<file path="config.mk">
export PLATFORM = sky130hd
export DESIGN_NAME = ccoc_ctrl_flat
export DESIGN_NICKNAME = d
export VERILOG_FILES = /design/src/ccoc_pkg.sv /design/src/ccoc_if.sv /design/src/ccoc_ctrl.sv /design/src/flat_wrapper.sv
export SDC_FILE = /design/constraint.sdc
export NUM_CORES = 1
export LEC_CHECK = 0
export BUFFER_PORTS_ARGS = -buffer_cell sky130_fd_sc_hd__buf_2
export CAP_MARGIN = 30
export CORE_UTILIZATION = 50
export CTS_CLUSTER_DIAMETER = 80
export DETAILED_ROUTE_END_ITERATION = 12
export PLACE_DENSITY = 0.75
export SLEW_MARGIN = 0
export SYNTH_ARGS = -nofsm -noshare
export SYNTH_HDL_FRONTEND = slang
export SYNTH_SLANG_ARGS = --single-unit
</file>
<file path="constraint.sdc">
create_clock -name mclk_i -period 4.5 [get_ports mclk_i]
set_clock_uncertainty 0.05 [all_clocks]
set_input_delay 0.45 -clock mclk_i [delete_from_list [all_inputs] [get_ports mclk_i]]
set_output_delay 0.45 -clock mclk_i [all_outputs]
set_load 0.05 [all_outputs]
</file>
<file path="src/ccoc_pkg.sv">
/*
  Shared constants for the cache coherence operation control block.
  Assumes a single core clock domain and an active-low asynchronous reset.
*/
`default_nettype none
package ccoc_pkg;
  localparam int ADDR_W = 32;
  localparam int WC_W = 16;
  // Global operation selectors
  localparam logic [1:0] GSEL_L1_INV = 2'h0;
  localparam logic [1:0] GSEL_L1_FLINV = 2'h1;
  localparam logic [1:0] GSEL_L2_INV = 2'h2;
  localparam logic [1:0] GSEL_L2_FLINV = 2'h3;
  // Block operation kinds
  localparam logic [1:0] BOP_WB = 2'h0;
  localparam logic [1:0] BOP_INV = 2'h1;
  localparam logic [1:0] BOP_WRITEBACK_INVALIDATE_OP = 2'h2;
  localparam logic [ADDR_W-1:0] BAR_RST = 32'h0000_0000;
  localparam logic [WC_W-1:0] WC_RST = 16'h0000;
  // Cycles the memory system spends per word of a block operation
  localparam int WORD_CYC = 1;
  // Cycles for a global operation to sweep the cache
  localparam int GLOBAL_CYC = 64;
  // Quiet cycles after completion before interrupts return
  localparam int QUIET_NOPS = 16;
  localparam int GCNT_W = 8;
  localparam logic [GCNT_W-1:0] GLOBAL_CNT = GCNT_W'(GLOBAL_CYC);
  localparam logic [4:0] QUIET_CNT = 5'(QUIET_NOPS);
endpackage : ccoc_pkg
`default_nettype wire

</file>
<file path="src/ccoc_if.sv">
/*
  Interface joining the software side (core) and the coherence controller.
  Assumes both ends share mclk_i.
*/
`default_nettype none
interface ccoc_if;
  logic bar_wr;
  logic [31:0] bar_wdata;
  logic wc_wr;
  logic [1:0] wc_kind;
  logic wc_l2;
  logic [15:0] wc_wdata;
  logic [15:0] wc_rdata;
  logic g_wr;
  logic [1:0] g_sel;
  logic g_wdata;
  logic [3:0] g_rdata;
  logic fence_req;
  logic fence_stall;
  logic hazard_exposed;
  modport ctrl (
    input bar_wr, bar_wdata, wc_wr, wc_kind, wc_l2, wc_wdata, g_wr, g_sel, g_wdata,
    input fence_req,
    output wc_rdata, g_rdata, fence_stall, hazard_exposed
  );
  modport core (
    output bar_wr, bar_wdata, wc_wr, wc_kind, wc_l2, wc_wdata, g_wr, g_sel, g_wdata,
    output fence_req,
    input wc_rdata, g_rdata, fence_stall, hazard_exposed
  );
endinterface : ccoc_if
`default_nettype wire

</file>
<file path="src/ccoc_ctrl.sv">
/*
  Device end: block and global coherence engine with completion reporting.
  Assumes the core end writes base before count and honours the fence stall.
*/
`default_nettype none
// How it works
// - Base address written before word count
// - Word count nonzero while running, zero done
// - Writing one starts global operation
// - Selected global bit set until finished
// - Idle style masks interrupts, waits for completion
// - Sixteen quiet cycles before interrupts return
// - Fence stalls until all operations complete
// - Pure writebacks free of set hazard
// - Freeze, flush-invalidate, poll count, unfreeze
// - Back-to-back set accesses risk corruption
module ccoc_ctrl (
  // Clock and reset
  input wire logic mclk_i,
  input wire logic rst_n_i,
  // Link
  ccoc_if.ctrl bus,
  // Memory system view
  output logic [31:0] cur_addr_o,
  output logic block_busy_o,
  output logic [3:0] global_busy_o
);
  typedef enum logic [1:0] {
    CCOC_IDLE = 2'b01,
    CCOC_RUN = 2'b10
  } ccoc_bstate_t;
  ccoc_bstate_t bstate_q;
  logic [31:0] bar_q;
  logic [15:0] wc_q;
  logic [1:0] kind_q;
  logic [7:0] pace_q;
  logic [3:0] gbusy_q;
  logic [ccoc_pkg::GCNT_W-1:0] gcnt_q [4];
  logic stall_q;
  logic hazard_q;
  logic blk_busy_q;
  logic blk_start;
  logic blk_last;
  logic word_step;
  logic pend_start;
  logic any_busy;
  logic [3:0] glb_start;
  logic [3:0] glb_last;

  // launch on count write
  // Zero counts refused, so a busy count never reads zero
  always_comb begin
    blk_start = 1'b0;
    if (bus.wc_wr && bus.wc_wdata != 16'h0000 && bstate_q == CCOC_IDLE) begin
      blk_start = 1'b1;
    end
  end

  // Word pacing, one word per paced slot
  always_comb begin
    word_step = 1'b0;
    if (bstate_q == CCOC_RUN && pace_q == 8'h00) begin
      word_step = 1'b1;
    end
  end

  always_comb begin
    blk_last = 1'b0;
    if (word_step && wc_q == 16'h0001) begin
      blk_last = 1'b1;
    end
  end

  always_comb begin
    glb_start = 4'h0;
    glb_last = 4'h0;
    for (int i = 0; i < 4; i++) begin
      glb_start[i] = bus.g_wr && bus.g_wdata && bus.g_sel == 2'(i) && !gbusy_q[i];
      glb_last[i] = gbusy_q[i] && gcnt_q[i] == 8'h01;
    end
  end

  always_comb begin
    pend_start = blk_start || (glb_start != 4'h0);
    any_busy = (bstate_q == CCOC_RUN) || (gbusy_q != 4'h0) || pend_start;
  end

  // Base address register
  // Steps per drained word so the sweep address stays visible
  always_ff @(posedge mclk_i or negedge rst_n_i) begin
    if (!rst_n_i) begin
      bar_q <= ccoc_pkg::BAR_RST;
    end else if (bus.bar_wr && bstate_q == CCOC_IDLE) begin
      bar_q <= bus.bar_wdata;
    end else if (word_step) begin
      bar_q <= bar_q + 32'h0000_0004;
    end
  end

  // Pacing counter
  always_ff @(posedge mclk_i or negedge rst_n_i) begin
    if (!rst_n_i) begin
      pace_q <= 8'h00;
    end else if (blk_start || word_step) begin
      pace_q <= 8'(ccoc_pkg::WORD_CYC - 1);
    end else if (bstate_q == CCOC_RUN) begin
      pace_q <= pace_q - 8'h01;
    end
  end

  always_ff @(posedge mclk_i or negedge rst_n_i) begin
    if (!rst_n_i) begin
      bstate_q <= CCOC_IDLE;
    end else begin
      case (bstate_q)
        CCOC_IDLE: begin
          if (blk_start) begin
            bstate_q <= CCOC_RUN;
          end
        end
        CCOC_RUN: begin
          if (blk_last) begin
            bstate_q <= CCOC_IDLE;
          end
        end
        default: begin
          bstate_q <= CCOC_IDLE;
        end
      endcase
    end
  end

  always_ff @(posedge mclk_i or negedge rst_n_i) begin
    if (!rst_n_i) begin
      wc_q <= ccoc_pkg::WC_RST;
    end else if (blk_start) begin
      wc_q <= bus.wc_wdata;
    end else if (word_step) begin
      wc_q <= wc_q - 16'h0001;
    end
  end

  always_ff @(posedge mclk_i or negedge rst_n_i) begin
    if (!rst_n_i) begin
      kind_q <= ccoc_pkg::BOP_WB;
    end else if (blk_start) begin
      kind_q <= bus.wc_kind;
    end
  end

  // Output flop tracks the run state
  always_ff @(posedge mclk_i or negedge rst_n_i) begin
    if (!rst_n_i) begin
      blk_busy_q <= 1'b0;
    end else begin
      blk_busy_q <= blk_start || (bstate_q == CCOC_RUN && !blk_last);
    end
  end

  for (genvar g = 0; g < 4; g++) begin : g_glob
    always_ff @(posedge mclk_i or negedge rst_n_i) begin
      if (!rst_n_i) begin
        gbusy_q[g] <= 1'b0;
      end else if (glb_start[g]) begin
        gbusy_q[g] <= 1'b1;
      end else if (glb_last[g]) begin
        gbusy_q[g] <= 1'b0;
      end
    end
    // Sweep length counter
    always_ff @(posedge mclk_i or negedge rst_n_i) begin
      if (!rst_n_i) begin
        gcnt_q[g] <= '0;
      end else if (glb_start[g]) begin
        gcnt_q[g] <= ccoc_pkg::GLOBAL_CNT;
      end else if (gbusy_q[g]) begin
        gcnt_q[g] <= gcnt_q[g] - 8'h01;
      end
    end
  end

  // fence stall until idle
  // Registered, so the core trusts it one cycle after raising a fence
  always_ff @(posedge mclk_i or negedge rst_n_i) begin
    if (!rst_n_i) begin
      stall_q <= 1'b0;
    end else begin
      stall_q <= bus.fence_req && any_busy;
    end
  end

  always_ff @(posedge mclk_i or negedge rst_n_i) begin
    if (!rst_n_i) begin
      hazard_q <= 1'b0;
    end else begin
      hazard_q <= (bstate_q == CCOC_RUN && kind_q != ccoc_pkg::BOP_WB) || gbusy_q != 4'h0;
    end
  end

  // Outputs registered; wc read is the live count
  assign bus.wc_rdata = wc_q;
  assign bus.g_rdata = gbusy_q;
  assign bus.fence_stall = stall_q;
  assign bus.hazard_exposed = hazard_q;
  assign cur_addr_o = bar_q;
  assign block_busy_o = blk_busy_q;
  assign global_busy_o = gbusy_q;
endmodule : ccoc_ctrl
`default_nettype wire

</file>
<file path="src/flat_wrapper.sv">
// flat-port wrapper written by rule: the top's interface ports become plain ports
module ccoc_ctrl_flat 
  (mclk_i, rst_n_i, cur_addr_o, block_busy_o, global_busy_o, bus_bar_wr, bus_bar_wdata, bus_wc_wr, bus_wc_kind, bus_wc_l2, bus_wc_wdata, bus_g_wr, bus_g_sel, bus_g_wdata, bus_fence_req, bus_wc_rdata, bus_g_rdata, bus_fence_stall, bus_hazard_exposed);
  ccoc_if bus_i ();
  input wire logic mclk_i;
  input wire logic rst_n_i;
  output logic [31:0] cur_addr_o;
  output logic block_busy_o;
  output logic [3:0] global_busy_o;
  input wire logic [$bits(bus_i.bar_wr)-1:0] bus_bar_wr;
  input wire logic [$bits(bus_i.bar_wdata)-1:0] bus_bar_wdata;
  input wire logic [$bits(bus_i.wc_wr)-1:0] bus_wc_wr;
  input wire logic [$bits(bus_i.wc_kind)-1:0] bus_wc_kind;
  input wire logic [$bits(bus_i.wc_l2)-1:0] bus_wc_l2;
  input wire logic [$bits(bus_i.wc_wdata)-1:0] bus_wc_wdata;
  input wire logic [$bits(bus_i.g_wr)-1:0] bus_g_wr;
  input wire logic [$bits(bus_i.g_sel)-1:0] bus_g_sel;
  input wire logic [$bits(bus_i.g_wdata)-1:0] bus_g_wdata;
  input wire logic [$bits(bus_i.fence_req)-1:0] bus_fence_req;
  output wire logic [$bits(bus_i.wc_rdata)-1:0] bus_wc_rdata;
  output wire logic [$bits(bus_i.g_rdata)-1:0] bus_g_rdata;
  output wire logic [$bits(bus_i.fence_stall)-1:0] bus_fence_stall;
  output wire logic [$bits(bus_i.hazard_exposed)-1:0] bus_hazard_exposed;
  assign bus_i.bar_wr = bus_bar_wr;
  assign bus_i.bar_wdata = bus_bar_wdata;
  assign bus_i.wc_wr = bus_wc_wr;
  assign bus_i.wc_kind = bus_wc_kind;
  assign bus_i.wc_l2 = bus_wc_l2;
  assign bus_i.wc_wdata = bus_wc_wdata;
  assign bus_i.g_wr = bus_g_wr;
  assign bus_i.g_sel = bus_g_sel;
  assign bus_i.g_wdata = bus_g_wdata;
  assign bus_i.fence_req = bus_fence_req;
  assign bus_wc_rdata = bus_i.wc_rdata;
  assign bus_g_rdata = bus_i.g_rdata;
  assign bus_fence_stall = bus_i.fence_stall;
  assign bus_hazard_exposed = bus_i.hazard_exposed;
  ccoc_ctrl u_core (.mclk_i(mclk_i), .rst_n_i(rst_n_i), .bus(bus_i), .cur_addr_o(cur_addr_o), .block_busy_o(block_busy_o), .global_busy_o(global_busy_o));
endmodule
</file>
==> results.md <==
* Die H at 104 um
* Clock latency on the worst-skew pair at 0.38 ns
* Post-CTS Setup Bufs at 0
* Area contributors post-synth: dfrtp_1 47%, xor2_1 5.0%, nand2_1 4.0%
* Final WL at 12200 um
* Commonest non-fill, non-tap cells in the layout: 116 x buf_2, 98 x dfrtp_1, 56 x nand2_1
* Critical path class: reg -> reg
* Count of final setup violators at 0
* Placer Congestion at 0.832
* Yosys warnings at 0
* Crit path required time at 4.69 ns
* DR vias/cell at between 5 and 6
* DRT Pass-1 Iters at 5
* Met3 wire len at 572 um
* Die W at around 100 um
* # DRC at 0
* Fin crit share at 70.3%
* Area growth, synth to finish at 17.0%
* Area occupied by multi-input gates at 2550 um^2
* Final net count at 732
* Post-CTS sizing at 0
* Number of I/O port buffers at around 120
* Pwr dens at 739 nW/um^2
* CP arrival at 3.35 ns
* Pin count of the biggest net entering global routing at 66
* # rows at 36
* Post-synth ARST share at 100%
* Maximum vdd drop at 0.474 mV
* RSZ-0062 raised after global routing: false
* Hold Path Class: in -> async
* Syn Inst Count at 555
* Post-synth net total at 627
* Hold buffers post-CTS at 0
* Fin crit period at approximately 3.2 ns
* Initial DRC Count at approximately 200
* Number of synthesized register bits at 99
* Core area at roughly 10000 um^2
* All-Layer GR Usage at a little under a quarter
* Vias in the first global route at 4527
* Yosys top cell area share at 47.0%
* Critical Path Start Type: flip-flop
* Part of the power in registers at 36.6%
* Fraction of layout cells with a size suffix above 1 at around a quarter
* CTS sink count at 99
* CTS tree: done
* Fillers at 884
* DIE AREA at 10900 um^2
* Wirelength per Cell at ~15 um
* Via count at 4564
* Gate power share at 49.2%
* Hpwl dp at 8920 um
* WL met2 at 6180 um
* # diodes at 0
* Post-route ant nets at 0
* Internal power at 2.23 mW
* First-pass GRT wire length at 20800 um
* Fmax at around 320 MHz
* Max clock buf depth at 2
* Post-route setup TNS at 0 ns
* H-Tree Depth at 3
* Status: finished clean
* TritonCTS Buffers at 9
* Yosys top cell by area: dfrtp_1
* Clk slew on worst S/H paths at 0.09 ns
* I/O pins at 119
* Dominant synthesized flop cell: dfrtp_1
* Switch Pwr at ~2.3 mW
* Max_cap viols at 0
* Crit. End Element: flip-flop
* Storage cell area at 2480 um^2
* Commonest non-fill, non-tap cell in the layout: buf_2
* Worst-Margin Slew at 1.03 ns
* Post-Syn Area at 5220 um^2
* Slew HR at 31.2%
* Grt total ovfl at 0
* Met1 WL at 5210 um
* Sw frac at 50.6%
* Root Buffer: clkbuf_8
* Initial antenna violation count at 0
* Avg Inst Size Synth at 9.41 um^2
* Final slew viol count at 0
* Post-synth EDFFs at 0
* Leakage at 2.61 nW
* Sequential share of the synthesized area at about 47%
* Distinct cells, synth at 53
* Worst Path Max Fanout at 11
* Initial core utilization at 52.4%
* WHS at 0.122 ns
* Clock Power Share at ~14%
* Hold Violations, Final at 0
* DR top layer: met4
-- metrics by stage --
stage,area (um^2),cells,utilization [%],total power [mW],setup slack [ns]
floorplan,5220,555,-,3.33,2.14
global placement,5880,782,59.1,3.80,1.46
detailed placement,5880,782,59.1,3.88,1.39
CTS,6110,798,61.4,4.53,1.38
global route,6110,798,61.4,4.80,1.24
finish,6110,798,61.4,4.51,1.34
-- routing by layer --
layer  vias up  GRT usage, %
met2       122          39.8
li1       2194             -
met5         -             0
met1      2226          29.4
met4         0          8.78
met3        22          6.27
-- power by group through the flow --
stage	Combinational (mW)	Sequential, mW	Clock, mW
floorplan	0.995	2.33	0
global placement	2.17	1.63	0
detailed placement	2.22	1.66	0
CTS	2.23	1.64	0.662
global route	2.39	1.71	0.702
finish	2.22	1.65	0.642
-- state kept, by name, indices dropped and copies added, names as in the netlist --
name and cells:
u_core.cur_addr_o 32, u_core.gcnt_q 32, u_core.bus.wc_rdata 16, u_core.pace_q 8
u_core.bus.g_rdata 4, u_core.bstate_q 2, u_core.kind_q 2, u_core.block_busy_o 1
u_core.bus.fence_stall 1, u_core.bus.hazard_exposed 1
-- Yosys cell counts, types with 3 or more instances --
cell and instances:
nor3b_1 3, or4_1 7, o21ai_0 32, nand3b_1 5
xnor2_1 12, a21oi_1 38, and3_1 5, nor3_1 9
ha_1 12, inv_1 17, o211ai_2 4, nand2_1 56
nor4_1 16, nor2_1 55, o211ai_1 10, o41ai_1 3
xor2_1 30, mux2_2 6, o311ai_0 3, clkbuf_1 18
or3_1 8, nand4_1 23, nand2b_1 9, nand3_1 28
buf_4 5, nor2b_1 3, dfrtp_1 98, and2_1 4
a31oi_1 4
-- kinds of logic (layout without fill, tap and decap cells) --
kind of cell,after synthesis,after routing,share of synthesized area [%]
mux,8,8,1.68
xor+xnor,42,42,7.05
simple gates,243,243,24.4
fa+ha+maj,12,12,2.88
compound gates,107,107,13.0
buf+inv,44,154,3.57
flops,99,99,47.5
-- worst max-delay path: stages (launching register included) --
cell      delay (ns)
dfrtp_1         0.44
or4_1           0.78
or3_1           0.63
or4_1           0.76
o211ai_2        0.25
o311ai_2        0.13
-- path summary, 6_finish.rpt --
check                                          endpoint  cells past startpoint             start  slack, ns
worst max-delay path            u_core.bus.wc_rdata[13]                      5  u_core.pace_q[3]       1.34
worst min-delay path              u_core.cur_addr_o[17]                      1           rst_n_i       0.12
worst max register to register  u_core.bus.wc_rdata[13]                      5  u_core.pace_q[3]       1.34
worst min register to register         u_core.kind_q[0]                      2  u_core.kind_q[0]       0.43
max in group asynchronous             u_core.gcnt_q[21]                      2           rst_n_i       3.33
min in group mclk_i                    u_core.kind_q[0]                      3    bus_wc_kind[0]       0.22
-- area by class of cell --
type,count,area share (%)
clock inverter,5,1.23
timing repair buffer,121,10.1
clock buffer,11,2.48
inverter,17,1.04
multi-input combinational,412,41.8
sequential,99,40.6
tap,133,2.72
No activity file was read; power rests on OpenSTA's default activity.
